## src/serial_link_pkg.sv

```systemverilog
// serial_link_pkg: constants, field layouts and state types shared by
// the serial link slave controller.
// assumes a single 40 MHz clock; link and host pins are synchronous to it.
package serial_link_pkg;

  // ----------------------------------------------------------------
  // clock and timing
  // ----------------------------------------------------------------
  localparam int CLK_PERIOD_NS  = 25;     // 40 MHz
  localparam int BIT_TIME_NS    = 10000;  // one link bit
  localparam int BIT_CYCLES     = BIT_TIME_NS / CLK_PERIOD_NS;
  localparam int CS_HOLDOFF_NS  = 32000;  // chip select lockout
  localparam int HOLDOFF_CYCLES = (CS_HOLDOFF_NS + CLK_PERIOD_NS - 1)
                                  / CLK_PERIOD_NS;
  localparam int TIMER_W        = 16;

  // ----------------------------------------------------------------
  // frame layout on the link: start, cmd, addr, data, parity, stop
  // ----------------------------------------------------------------
  localparam logic [3:0] RX_LAST_IDX  = 4'hd;  // 14 samples after start
  localparam logic [3:0] TX_LAST_IDX  = 4'he;  // 15 bits per frame
  localparam logic [2:0] UNIVERSAL_ADDR = 3'h0;

  // ----------------------------------------------------------------
  // host serial access
  // ----------------------------------------------------------------
  localparam logic       HDR_READ    = 1'b1;   // direction header
  localparam logic       SEL_REG_ONE = 1'b1;   // status / link control
  localparam logic [4:0] RX_REG_LEN  = 5'h0e;  // received_frame bits
  localparam logic [4:0] ST_REG_LEN  = 5'h01;  // output_status bits
  localparam logic [4:0] TX_REG_LEN  = 5'h0c;  // transmit_frame bits
  localparam logic [4:0] LC_REG_LEN  = 5'h07;  // link_control bits
  localparam logic [4:0] FIRST_DATA  = 5'h02;  // rises before data

  // ----------------------------------------------------------------
  // register layouts, first shifted bit at the msb
  // ----------------------------------------------------------------
  typedef struct packed {
    logic       cmd;
    logic [2:0] addr;
    logic [7:0] data;
  } frame_t;

  typedef struct packed {
    logic   framing_error_flag;
    logic   parity_error_flag;
    frame_t frame;
  } received_frame_t;

  typedef struct packed {
    logic       transmit_disable;
    logic       test;
    logic       trap_all_enable;
    logic       pass_through_enable;
    logic [2:0] match_address;
  } link_control_t;

  localparam received_frame_t RX_REG_RESET = 14'h0000;
  localparam link_control_t   LC_REG_RESET = 7'h00;
  localparam frame_t          FRAME_RESET  = 12'h000;

  // ----------------------------------------------------------------
  // state machines
  // ----------------------------------------------------------------
  typedef enum logic [1:0] {
    H_IDLE   = 2'b00,
    H_ACTIVE = 2'b01,
    H_DONE   = 2'b11
  } host_state_t;

  typedef enum logic [1:0] {
    R_IDLE  = 2'b00,
    R_START = 2'b01,
    R_DATA  = 2'b11
  } rx_state_t;

  typedef enum logic {
    T_IDLE = 1'b0,
    T_SEND = 1'b1
  } tx_state_t;

endpackage : serial_link_pkg

```

## src/serial_link_slave_controller.sv

```systemverilog
// serial_link_slave_controller: link receiver, retransmitter and
// four serial shift registers reached over chip select / serial clock.
// assumes all inputs synchronous to clk_in; srst_in is power-on reset.
//
// Summary of operation
// - auxiliary clock toggles at half input rate
// - chip select ignored for holdoff after reset
// - every link bit lasts one bit time
// - two read and two write serial registers
// - fixed shift order, error flag first out
// - received frame read releases interrupt
// - framing flag sticky until received frame read
// - parity flag reflects most recent trapped frame
// - received register holds command, address, data
// - busy while written frame awaits sending
// - completed transmit write starts a frame
// - transmit disable blocks retransmitting unmatched frames
// - test mode loops output into input
// - trap-all mode traps every frame
// - pass-through picks send or return output
// - address match traps frame
// - all register bits reset to zero
// - access is header, select, data clocks
// - header one reads, select one register one
// - universal, matched or bad frames get trapped
// - trapped frame pulls interrupt low
`timescale 1ns/1ps
module serial_link_slave_controller #(
  parameter int BIT_CYCLES     = serial_link_pkg::BIT_CYCLES,
  parameter int HOLDOFF_CYCLES = serial_link_pkg::HOLDOFF_CYCLES
) (
  input  wire logic clk_in,
  input  wire logic srst_in,
  input  wire logic cs_in,
  input  wire logic host_serial_clock_in,
  input  wire logic host_serial_in_in,
  output logic      host_serial_out_out,
  input  wire logic send_in,
  input  wire logic return_in,
  output logic      send_out,
  output logic      return_out,
  output logic      half_rate_clock_out,
  output logic      int_n_out,
  output logic      nmi_n_out
);

  // ----------------------------------------------------------------
  // declarations
  // ----------------------------------------------------------------
  localparam logic [15:0] BIT_LAST  = 16'(BIT_CYCLES - 1);
  localparam logic [15:0] HALF_LAST = 16'(BIT_CYCLES / 2 - 1);

  serial_link_pkg::received_frame_t received_frame;
  serial_link_pkg::link_control_t   link_control;
  serial_link_pkg::frame_t          transmit_frame;
  serial_link_pkg::frame_t          fwd_frame;
  serial_link_pkg::host_state_t     host_state;
  serial_link_pkg::rx_state_t       rx_state;
  serial_link_pkg::tx_state_t       tx_state;

  logic        output_busy;
  logic [15:0] holdoff;
  logic        sclk_prev;
  logic [4:0]  rise_cnt;
  logic [4:0]  acc_len;
  logic        acc_read;
  logic        acc_sel;
  logic [13:0] rd_shift;
  logic [11:0] wr_shift;
  logic        sclk_rise;
  logic        data_rise;
  logic        access_done;
  logic        rx_reg_read;
  logic [15:0] rx_timer;
  logic [3:0]  rx_idx;
  logic [12:0] rx_shift;
  logic [13:0] rx_bits;
  logic        rx_line;
  logic        rx_end;
  logic        rx_framing_error_flag;
  logic        rx_parity_error_flag;
  logic        rx_trap;
  logic        fwd_pend;
  logic [15:0] tx_timer;
  logic [3:0]  tx_idx;
  logic [14:0] tx_shift;
  logic        tx_line;
  logic        tx_tick;
  logic        tx_load;

  // ----------------------------------------------------------------
  // clock out and reset-related outputs
  // ----------------------------------------------------------------
  // half rate square wave, held low in reset
  always_ff @(posedge clk_in) begin
    if (srst_in) half_rate_clock_out <= 1'b0;
    else         half_rate_clock_out <= ~half_rate_clock_out;
  end

  // nmi low while reset held; lockout counts from its release
  always_ff @(posedge clk_in) begin
    if (srst_in) begin
      nmi_n_out <= 1'b0;
      holdoff   <= 16'(HOLDOFF_CYCLES);
    end else begin
      nmi_n_out <= 1'b1;
      if (holdoff != 16'h0000) holdoff <= holdoff - 16'h0001;
    end
  end

  // ----------------------------------------------------------------
  // host serial access
  // ----------------------------------------------------------------
  assign sclk_rise   = host_serial_clock_in & ~sclk_prev;
  assign data_rise   = sclk_rise && host_state == serial_link_pkg::H_ACTIVE
                       && rise_cnt >= serial_link_pkg::FIRST_DATA;
  assign access_done = data_rise && rise_cnt == acc_len + 5'h01;
  assign rx_reg_read = access_done && acc_read
                       && acc_sel != serial_link_pkg::SEL_REG_ONE;

  // header, select, data clocks; deselect aborts at once
  always_ff @(posedge clk_in) begin
    if (srst_in) begin
      sclk_prev  <= 1'b0;
      host_state <= serial_link_pkg::H_IDLE;
      rise_cnt   <= 5'h00;
      acc_len    <= 5'h00;
      acc_read   <= 1'b0;
      acc_sel    <= 1'b0;
    end else begin
      sclk_prev <= host_serial_clock_in;
      if (!cs_in) begin
        host_state <= serial_link_pkg::H_IDLE;
      end else begin
        case (host_state)
          serial_link_pkg::H_IDLE: begin
            rise_cnt <= 5'h00;
            if (holdoff == 16'h0000)
              host_state <= serial_link_pkg::H_ACTIVE;
          end
          serial_link_pkg::H_ACTIVE: begin
            if (sclk_rise) begin
              rise_cnt <= rise_cnt + 5'h01;
              if (rise_cnt == 5'h00) acc_read <= host_serial_in_in;
              if (rise_cnt == 5'h01) begin
                acc_sel <= host_serial_in_in;
                if (host_serial_in_in == serial_link_pkg::SEL_REG_ONE)
                  acc_len <= acc_read ? serial_link_pkg::ST_REG_LEN
                                      : serial_link_pkg::LC_REG_LEN;
                else
                  acc_len <= acc_read ? serial_link_pkg::RX_REG_LEN
                                      : serial_link_pkg::TX_REG_LEN;
              end
              if (access_done) host_state <= serial_link_pkg::H_DONE;
            end
          end
          serial_link_pkg::H_DONE: host_state <= serial_link_pkg::H_DONE;
          default: host_state <= serial_link_pkg::H_IDLE;
        endcase
      end
    end
  end

  // read shifter: snapshot after select, msb first out
  always_ff @(posedge clk_in) begin
    if (srst_in) begin
      rd_shift            <= 14'h0000;
      host_serial_out_out <= 1'b0;
    end else begin
      if (sclk_rise && host_state == serial_link_pkg::H_ACTIVE
          && rise_cnt == 5'h01) begin
        if (host_serial_in_in == serial_link_pkg::SEL_REG_ONE)
          rd_shift <= {output_busy, 13'h0000};
        else
          rd_shift <= received_frame;
      end else if (data_rise) begin
        rd_shift <= {rd_shift[12:0], 1'b0};
      end
      host_serial_out_out <= rd_shift[13];
    end
  end

  // write shifter and write-only registers
  always_ff @(posedge clk_in) begin
    if (srst_in) begin
      wr_shift       <= 12'h000;
      transmit_frame <= serial_link_pkg::FRAME_RESET;
      link_control   <= serial_link_pkg::LC_REG_RESET;
    end else begin
      if (data_rise) wr_shift <= {wr_shift[10:0], host_serial_in_in};
      if (access_done && !acc_read) begin
        if (acc_sel == serial_link_pkg::SEL_REG_ONE)
          link_control <= {wr_shift[5:0], host_serial_in_in};
        else
          transmit_frame <= {wr_shift[10:0], host_serial_in_in};
      end
    end
  end

  // ----------------------------------------------------------------
  // link receiver
  // ----------------------------------------------------------------
  assign rx_line = link_control.test ? tx_line : send_in;
  assign rx_end  = rx_state == serial_link_pkg::R_DATA
                   && rx_timer == 16'h0000
                   && rx_idx == serial_link_pkg::RX_LAST_IDX;
  assign rx_bits = {rx_shift, rx_line};
  assign rx_framing_error_flag = ~rx_bits[0];
  assign rx_parity_error_flag = ^rx_bits[13:1];
  assign rx_trap = link_control.trap_all_enable
                 || rx_bits[12:10] == serial_link_pkg::UNIVERSAL_ADDR
                 || rx_bits[12:10] == link_control.match_address
                 || rx_framing_error_flag || rx_parity_error_flag
                 || link_control.transmit_disable;

  // start found at mid bit, then one sample per bit time
  always_ff @(posedge clk_in) begin
    if (srst_in) begin
      rx_state <= serial_link_pkg::R_IDLE;
      rx_timer <= 16'h0000;
      rx_idx   <= 4'h0;
      rx_shift <= 13'h0000;
    end else begin
      case (rx_state)
        serial_link_pkg::R_IDLE: begin
          rx_timer <= HALF_LAST;
          if (!rx_line) rx_state <= serial_link_pkg::R_START;
        end
        serial_link_pkg::R_START: begin
          if (rx_timer != 16'h0000) begin
            rx_timer <= rx_timer - 16'h0001;
          end else begin
            rx_timer <= BIT_LAST;
            rx_idx   <= 4'h0;
            rx_state <= rx_line ? serial_link_pkg::R_IDLE
                                : serial_link_pkg::R_DATA;
          end
        end
        serial_link_pkg::R_DATA: begin
          if (rx_timer != 16'h0000) begin
            rx_timer <= rx_timer - 16'h0001;
          end else begin
            rx_timer <= BIT_LAST;
            rx_idx   <= rx_idx + 4'h1;
            rx_shift <= {rx_shift[11:0], rx_line};
            if (rx_end) rx_state <= serial_link_pkg::R_IDLE;
          end
        end
        default: rx_state <= serial_link_pkg::R_IDLE;
      endcase
    end
  end

  // trapped frames load received register; a new trap beats a read
  always_ff @(posedge clk_in) begin
    if (srst_in) begin
      received_frame <= serial_link_pkg::RX_REG_RESET;
      int_n_out      <= 1'b1;
    end else if (rx_end && rx_trap) begin
      received_frame.framing_error_flag <=
        rx_framing_error_flag | (received_frame.framing_error_flag & ~rx_reg_read);
      received_frame.parity_error_flag  <= rx_parity_error_flag;
      received_frame.frame <= rx_bits[13:2];
      int_n_out <= 1'b0;
    end else if (rx_reg_read) begin
      received_frame.framing_error_flag <= 1'b0;
      int_n_out <= 1'b1;
    end
  end

  // unmatched good frames wait one deep for the output shifter
  always_ff @(posedge clk_in) begin
    if (srst_in) begin
      fwd_pend  <= 1'b0;
      fwd_frame <= serial_link_pkg::FRAME_RESET;
    end else if (rx_end && !rx_trap) begin
      fwd_pend  <= 1'b1;
      fwd_frame <= rx_bits[13:2];
    end else if (tx_load && fwd_pend) begin
      fwd_pend <= 1'b0;
    end
  end

  // ----------------------------------------------------------------
  // link transmitter
  // ----------------------------------------------------------------
  assign tx_line = tx_shift[14];
  assign tx_tick = tx_state == serial_link_pkg::T_SEND
                   && tx_timer == 16'h0000;
  assign tx_load = tx_state == serial_link_pkg::T_IDLE
                   && (fwd_pend || output_busy);

  // retransmit first, then the host frame; bits msb first
  always_ff @(posedge clk_in) begin
    if (srst_in) begin
      tx_state <= serial_link_pkg::T_IDLE;
      tx_shift <= 15'h7fff;
      tx_timer <= 16'h0000;
      tx_idx   <= 4'h0;
    end else if (tx_load) begin
      tx_state <= serial_link_pkg::T_SEND;
      tx_timer <= BIT_LAST;
      tx_idx   <= 4'h0;
      if (fwd_pend)
        tx_shift <= {1'b0, fwd_frame, ^fwd_frame, 1'b1};
      else
        tx_shift <= {1'b0, transmit_frame, ^transmit_frame, 1'b1};
    end else if (tx_state == serial_link_pkg::T_SEND) begin
      if (!tx_tick) begin
        tx_timer <= tx_timer - 16'h0001;
      end else begin
        tx_timer <= BIT_LAST;
        tx_shift <= {tx_shift[13:0], 1'b1};
        tx_idx   <= tx_idx + 4'h1;
        if (tx_idx == serial_link_pkg::TX_LAST_IDX)
          tx_state <= serial_link_pkg::T_IDLE;
      end
    end
  end

  // busy from completed transmit write until taken; set wins
  always_ff @(posedge clk_in) begin
    if (srst_in)
      output_busy <= 1'b0;
    else if (access_done && !acc_read
             && acc_sel != serial_link_pkg::SEL_REG_ONE)
      output_busy <= 1'b1;
    else if (tx_load && !fwd_pend)
      output_busy <= 1'b0;
  end

  // pin routing for pass-through, loop-back and test
  assign send_out   = link_control.pass_through_enable
                      && !link_control.test ? tx_line : 1'b1;
  assign return_out = link_control.pass_through_enable
                      || link_control.test ? return_in : tx_line;

  // ----------------------------------------------------------------
  // assertions
  // ----------------------------------------------------------------
  // cycles the tx line has held its level, for the bit time check
  logic        line_prev;
  logic [15:0] line_age;
  always_ff @(posedge clk_in) begin
    if (srst_in) begin
      line_prev <= 1'b1;
      line_age  <= 16'h0000;
    end else begin
      line_prev <= tx_line;
      if (tx_line != line_prev)      line_age <= 16'h0000;
      else if (line_age != 16'hffff) line_age <= line_age + 16'h0001;
    end
  end
endmodule : serial_link_slave_controller

```

## config.mk

```make
export PLATFORM = sky130hd
export DESIGN_NAME = serial_link_slave_controller
export DESIGN_NICKNAME = d
export VERILOG_FILES = /design/src/serial_link_pkg.sv /design/src/serial_link_slave_controller.sv
export SDC_FILE = /design/constraint.sdc
export NUM_CORES = 1
export LEC_CHECK = 0
export ABC_AREA = 1
export BUFFER_PORTS_ARGS = -buffer_cell sky130_fd_sc_hd__buf_2
export CAP_MARGIN = 20
export CORE_UTILIZATION = 57
export CTS_CLUSTER_SIZE = 30
export DETAILED_ROUTE_END_ITERATION = 16
export PLACE_DENSITY = 0.77
export SLEW_MARGIN = 20
export SYNTH_ARGS = -nofsm -noshare
export SYNTH_HDL_FRONTEND = slang
export SYNTH_SLANG_ARGS = --single-unit
```

## constraint.sdc

```tcl
create_clock -name clk_in -period 1.65 [get_ports clk_in]
set_input_delay 0.0825 -clock clk_in [delete_from_list [all_inputs] [get_ports clk_in]]
set_output_delay 0.0825 -clock clk_in [all_outputs]
set_load 0.01 [all_outputs]
```

==> run_results.csv, run 1 <==
group,metric,value,unit
outcome,outcome,"finished with violations",
outcome,failed_checks,"setup timing",
die,std_cell_core_area,14600,um2
layout,fillers,1032,
power_and_ir_drop,power.static_leakage,0.00480,uW
timing,layout_worst_path_cycle_share,111,%
critical_path,startpoint_type,"flop",
timing,post_layout_min_period,1.83,ns
grt,globalRouteOverflowTotal,0,
clock_network,numClockSinks,175,
placed_design,number_of_port_buffers,12,
yosys,yosys_most_used_dff,"dfxtp_1",
die,die_w,125,um
yosys,synth-warning-count,0,
layout,final_layout_size_suffix_gt1_share,27.1,%
yosys,synth.cell_area,8620,um2
routing,route.vias.total,8606,
timing,worst_slew_pin_slew,0.483,ns
power_and_ir_drop,fin_total_pwr,9920,uW
grt,first_global_vias,7671,
timing,maxSlewViolCount,0,
yosys,register_bit_total_from_synthesis,175,
clock_network,clock_insertion_delay_worst_skew,0.44,ns
placed_design,post-place-cells,1498,
grt,grt_max_degree,32,
die,initial_core_utilization,58.8,%
clock_network,h-tree-depth,4,
critical_path,timing.critical_path.required,2.02,ns
clock_network,number_of_buffers_created_by_cts,17,
die,floorplan.rows,44,
placed_design,detailedPlace.worstSlack,-0.131,ns
critical_path,timing.critical_path.fanout_max,8,
grt,grt_antenna_before_repair,0,
timing,post-route-worst-setup-slack,-0.184,ns
yosys,async_set_or_reset_register_ratio_after_synthesis,0,%
critical_path,cp_top_family,"simple AND/OR/NAND/NOR gates",
routing,detail_route.iter0.violations,641,
critical_path,critPathBufInv,2,
yosys,synth_top_area_share,40.7,%
timing,skew,0.00839,ns
yosys,mappedNetlistNets,1273,
layout,flow.area_growth_from_synthesis,29.1,%
grt,gr-usage-all-layers,27.6,%
timing,number_of_failing_setup_endpoints_in_the_final_timing_report,48,
layout,stdcell_count,1567,
timing,timing.hold.ws,0.0193,ns
yosys,avgSynthCellArea,6.89,um2
placed_design,post-dp-hpwl,14300,um
layout,layout.nets,1393,
yosys,postSynthCellCount,1251,
run,cap_violations,0,
critical_path,critPathMaxStageDelay,0.36,ns
critical_path,worst_setup_path_end_kind,"flop",
routing,avgRoutedWirePerCell,15.0,um
clock_network,maximum_buffer_depth_of_the_clock_tree,2,
power_and_ir_drop,worst_ir_drop_vdd,0.742,mV
routing,route.antenna.remaining_nets,0,
placed_design,routabilityCongestion,0.895,
yosys,post_synth_main_area_contributors,"dfxtp_1, nand2_1, nor2_1",
power_and_ir_drop,power.density,891,nW/um2
critical_path,crit_path_top_delay_cell,"dfxtp_4",
timing,worst_slew_margin_rel,67.7,%
yosys,area_leader_netlist,"dfxtp_1",
routing,wl,23500,um
yosys,synth.yosys.seq_area_share,40.7,%
layout,antenna_cells,0,
critical_path,critical_path.cell_chain,"ha_4, xor2_1, a21oi_1, nand3b_1, nor2_4, buf_6, nand3_4, clkinv_4, nor2_2, nor2_1",
routing,detail_route.drc_violations,0,
clock_network,tritoncts,"done",
grt,grt_pass1_wl,35300,um
timing,finalHoldViolations,0,
hold_path,hp-class,"primary input to flop",
timing,max_fclk,545,MHz
critical_path,critical_path_class,"flop to flop",
die,die_h,125,um
timing,rsz0062_at_grt,"true",
die,num_io_pins,13,
yosys,synth.distinct_cells,45,
layout,finalCoreUtilization,76.0,%
yosys,synth_enable_flop_cells,0,
routing,vias_per_cell,5.49,
routing,drt_pre_antenna_iters,5,
clock_network,reg_clk_slew_reported_paths,0.07,ns
critical_path,worst-endpoint-arrival,2.20,ns
clock_network,cts-root-buf,"clkbuf_16",
die,floorplan.die_area,15600,um2
-- through the flow --
step                setup TNS, ns  cell area [um2]
global placement           -0.934             9470
detailed placement          -2.82             9470
global route                -9.08            11100
floorplan                 -0.0417             8630
CTS                         -1.40            10300
finish                      -4.66            11100
-- area by class of cell --
| type | instances | area, um2 | area share (%) |
|---|---|---|---|
| Clock buffer | 20 | 437 | 3.92 |
| Clock inverter | 11 | 119 | 1.07 |
| Inverter | 141 | 549 | 4.94 |
| Multi-Input combinational cell | 894 | 5030 | 45.2 |
| Sequential cell | 175 | 3570 | 32.1 |
| Tap cell | 184 | 230 | 2.07 |
| Timing Repair Buffer | 140 | 1170 | 10.5 |
| Timing Repair inverter | 2 | 16.3 | 0.146 |
-- cell families (layout without fill, tap and decap cells) --
logic type | count (synthesis) | count (layout) | share of synthesized area [%]
and+or+nand+nor | 608 | 610 | 30.0
AOI/OAI and AO/OA | 215 | 215 | 13.1
buffers and inverters | 184 | 314 | 8.52
DFF | 175 | 175 | 40.7
xor gates and xnor gates | 54 | 54 | 5.49
adders and majority gates | 15 | 15 | 2.18
-- tightest hold or removal path, cell delays in order --
cell     delay [ns]
buf_2          0.18
o21ai_2        0.08
nor2_1         0.07
-- cell usage after synthesis (9+ instances only) --
cell      number
ha_1          15
buf_2          9
nand2_1      268
nand4_1        9
xnor2_1       24
nor3_1        21
inv_1        130
o21ai_0       96
xor2_1        30
dfxtp_1      175
o21ai_1       14
clkbuf_1      27
nor2_1       207
inv_2          9
nand3_1       67
a21oi_1       82
-- state kept, by name, indices dropped and copies added, names as in the netlist, 4 cells and up --
name            cells
received_frame     14
holdoff            16
rise_cnt            5
transmit_frame     12
acc_len             4
tx_idx              4
link_control        7
tx_shift           14
tx_timer           16
rd_shift           14
rx_shift           13
rx_idx              4
wr_shift           11
fwd_frame          12
rx_timer           16
-- path summary, 6_finish.rpt --
kind	from	endpoint	slack, ns	cells after the start
min reg2reg	rd_shift[13]	host_serial_out_out	0.43	2
max	acc_len[0]	transmit_frame[7]	-0.18	10
max reg2reg	acc_len[0]	transmit_frame[7]	-0.18	10
min	host_serial_in_in	link_control[0]	0.02	3
-- layer usage --
metal  vias to the layer above  wire length [um]  track usage, %
met1                      4052             10300            35.6
met3                        51               962            5.35
met5                         -                 0               0
met4                         0               512            10.3
met2                       252             11700            46.0
li1                       4251                 -               -
-- cells in the final DEF (no fill, tap or decap), drive strengths merged, types with 2 or more instances in the layout --
| cell type | n |
|---|---|
| clkinvlp | 2 |
| dlygate4sd3 | 2 |
| buf | 137 |
| ha | 15 |
| nand4 | 11 |
| a21oi | 82 |
| nand3b | 4 |
| bufinv | 2 |
| nor3 | 23 |
| nor2 | 211 |
| o21a | 3 |
| inv | 139 |
| xor2 | 30 |
| nand3 | 72 |
| o211ai | 4 |
| nor4 | 5 |
| clkbuf | 21 |
| xnor2 | 24 |
| clkinv | 11 |
| dfxtp | 175 |
| or2 | 3 |
| a211oi | 5 |
| nand2 | 274 |
| nor3b | 6 |
| a31oi | 7 |
| o21ai | 110 |
| a221oi | 2 |
-- timing repair --
item                                    in CTS  in global routing
hold buffers                                 2                  0
pin swaps                                   11                 77
gates resized for setup                     54                208
hold endpoints to repair                     4                  0
endpoints found under the setup margin      64                130
buffers inserted                             4                 28
cloned                                       5                  1
-- power breakdown --
group	switching [uW]	internal (uW)	total [uW]
Clock	1710	2210	3920
Combinational	902	597	1500
Sequential	132	4370	4500
No activity file was read; power rests on OpenSTA's default activity.
==> run 2: changes to the inputs <==
Settings changed: SKIP_CTS_REPAIR_TIMING from default to 1.
==> run 2 against run 1 <==
  * The flow still finishes with violations (setup timing)
  * Via count fell by 0.74%
  * Routed wire length fell by 1.2%
  * Highest routed layer unchanged
  * Die area is the same
  * Sequential power hardly changed
  * Combinational power about the same
  * Non-clock buffer count fell by 10
  * Worst hold slack better by 0.013 ns
  * Largest power group unchanged
  * Final area shrank 0.34%
  * Core utilization fell by 0.26 points
  * Final cell count decreased by 0.70%
==> run_results.csv, run 2 (same netlist as run 1, synthesis figures left out) <==
group,metric,value,unit
routing,detail_route.iter0.violations,666,
layout,flow.area_growth_from_synthesis,28.7,%
routing,route.vias.total,8542,
run,cap_violations,0,
critical_path,r2r_setup_slk,-0.16,ns
die,num_io_pins,13,
grt,grt_pass1_wl,34100,um
layout,stdcell_count,1556,
timing,finalHoldViolations,0,
die,die_h,125,um
critical_path,timing.critical_path.required,1.97,ns
clock_network,tritoncts,"done",
timing,layout_worst_path_cycle_share,110,%
grt,grt_antenna_before_repair,0,
grt,first_global_vias,7435,
clock_network,cts-root-buf,"clkbuf_16",
die,die_w,125,um
routing,detail_route.drc_violations,0,
grt,grt_max_degree,32,
critical_path,worst-endpoint-arrival,2.13,ns
layout,top_regs,"holdoff (16), rx_timer (16), tx_timer (16)",
timing,rsz0062_at_grt,"true",
critical_path,cp_top_family,"simple AND/OR/NAND/NOR gates",
clock_network,clock_insertion_delay_worst_skew,0.44,ns
layout,finalCoreUtilization,75.7,%
placed_design,post-place-cells,1498,
layout,layout.nets,1382,
die,floorplan.die_area,15600,um2
outcome,outcome,"finished with violations",
critical_path,critPathBufInv,2,
timing,post-route-worst-setup-slack,-0.158,ns
timing,skew,0.00874,ns
die,std_cell_core_area,14600,um2
hold_path,hp-class,"primary input to flop",
clock_network,numClockSinks,175,
clock_network,number_of_buffers_created_by_cts,17,
routing,vias_per_cell,5.49,
critical_path,critical_path.cell_chain,"buf_4, inv_1, nand2_1, a21oi_1, nand3b_1, nor2_4, nand3_4, o21ai_2, nor2_1",
layout,final_layout_size_suffix_gt1_share,26.3,%
clock_network,maximum_buffer_depth_of_the_clock_tree,2,
timing,post_layout_min_period,1.81,ns
critical_path,critPathMaxStageDelay,0.34,ns
placed_design,post-dp-hpwl,14300,um
grt,gr-usage-all-layers,26.6,%
power_and_ir_drop,power.static_leakage,0.00475,uW
routing,wl,23200,um
critical_path,crit_path_top_delay_cell,"dfxtp_2",
grt,globalRouteOverflowTotal,0,
timing,number_of_failing_setup_endpoints_in_the_final_timing_report,47,
routing,drt_pre_antenna_iters,6,
power_and_ir_drop,power.density,894,nW/um2
die,floorplan.rows,44,
layout,fillers,1054,
critical_path,critical_path_class,"flop to flop",
timing,worst_slew_margin_rel,68.3,%
timing,maxSlewViolCount,0,
critical_path,worst_setup_path_end_kind,"flop",
layout,antenna_cells,0,
layout,most_common_library_cell_in_the_layout_ignoring_fill_and_taps,"nand2_1",
critical_path,timing.critical_path.fanout_max,8,
clock_network,reg_clk_slew_reported_paths,0.06,ns
critical_path,startpoint_type,"flop",
routing,route.antenna.remaining_nets,0,
placed_design,number_of_port_buffers,12,
timing,max_fclk,553,MHz
timing,worst_slew_pin_slew,0.475,ns
layout,layout_common_cells,"nand2_1, nor2_1, dfxtp_1",
routing,avgRoutedWirePerCell,14.9,um
timing,setup_tns,-4.50,ns
power_and_ir_drop,fin_total_pwr,9920,uW
placed_design,routabilityCongestion,0.895,
die,initial_core_utilization,58.8,%
power_and_ir_drop,worst_ir_drop_vdd,0.750,mV
placed_design,detailedPlace.worstSlack,-0.131,ns
outcome,failed_checks,"setup timing",
clock_network,h-tree-depth,4,
==> run 2: changes by cell type in the layout (fill, tap and decap cells not counted), sizes merged <==
cell / before / now
buf: 137 / 125
inv: 139 / 140
clkinv: 11 / 10
clkinvlp: 2 / 1
clkbuf: 21 / 23
==> run 2: power by group <==
group | internal (uW) | leakage, uW | switching, uW
clock | 2210 | 0.000273 | 1690
combinational | 594 | 0.00305 | 912
sequential | 4380 | 0.00143 | 134
==> run 2: layout make-up <==
class	instances	area (um2)	share of cell area (%)
clock buffers	20	437	3.94
repair buffers	130	1130	10.2
clock inverters	11	119	1.07
repair inverters	1	6.26	0.0564
well taps	184	230	2.08
multi-input cells	894	5050	45.6
flip-flops and latches	175	3550	32.0
inverters	141	557	5.02
==> run 2: worst paths after layout <==
check	startpoint	to	cells after the start
max reg2reg	acc_len[0]	transmit_frame[2]	9
min	host_serial_in_in	transmit_frame[0]	3
max	acc_len[0]	transmit_frame[2]	9
min reg2reg	half_rate_clock_out	half_rate_clock_out	1
==> run 2: routing by layer <==
layer | vias to the layer above | track usage (%) | part of all wire [%]
met5 | - | 0 | 0
met4 | 0 | 9.25 | 2.4
met3 | 55 | 5.18 | 4.8
met2 | 258 | 43.9 | 50
met1 | 3992 | 34.8 | 43
li1 | 4237 | - | -
==> run 2: worst min-delay path: stages <==
cell and delay, ns:
buf_2 0.16, o21ai_2 0.14, nor2_1 0.04
==> run 2: through the flow <==
| step | hold WS, ns | area (um2) |
|---|---|---|
| final | 0.0318 | 11100 |
| after global routing | 0.0329 | 11100 |
| after CTS | -0.0893 | 10000 |
| after detailed placement | 0.361 | 9470 |
| after global placement | 0.345 | 9470 |
| after floorplan | 0.228 | 8630 |
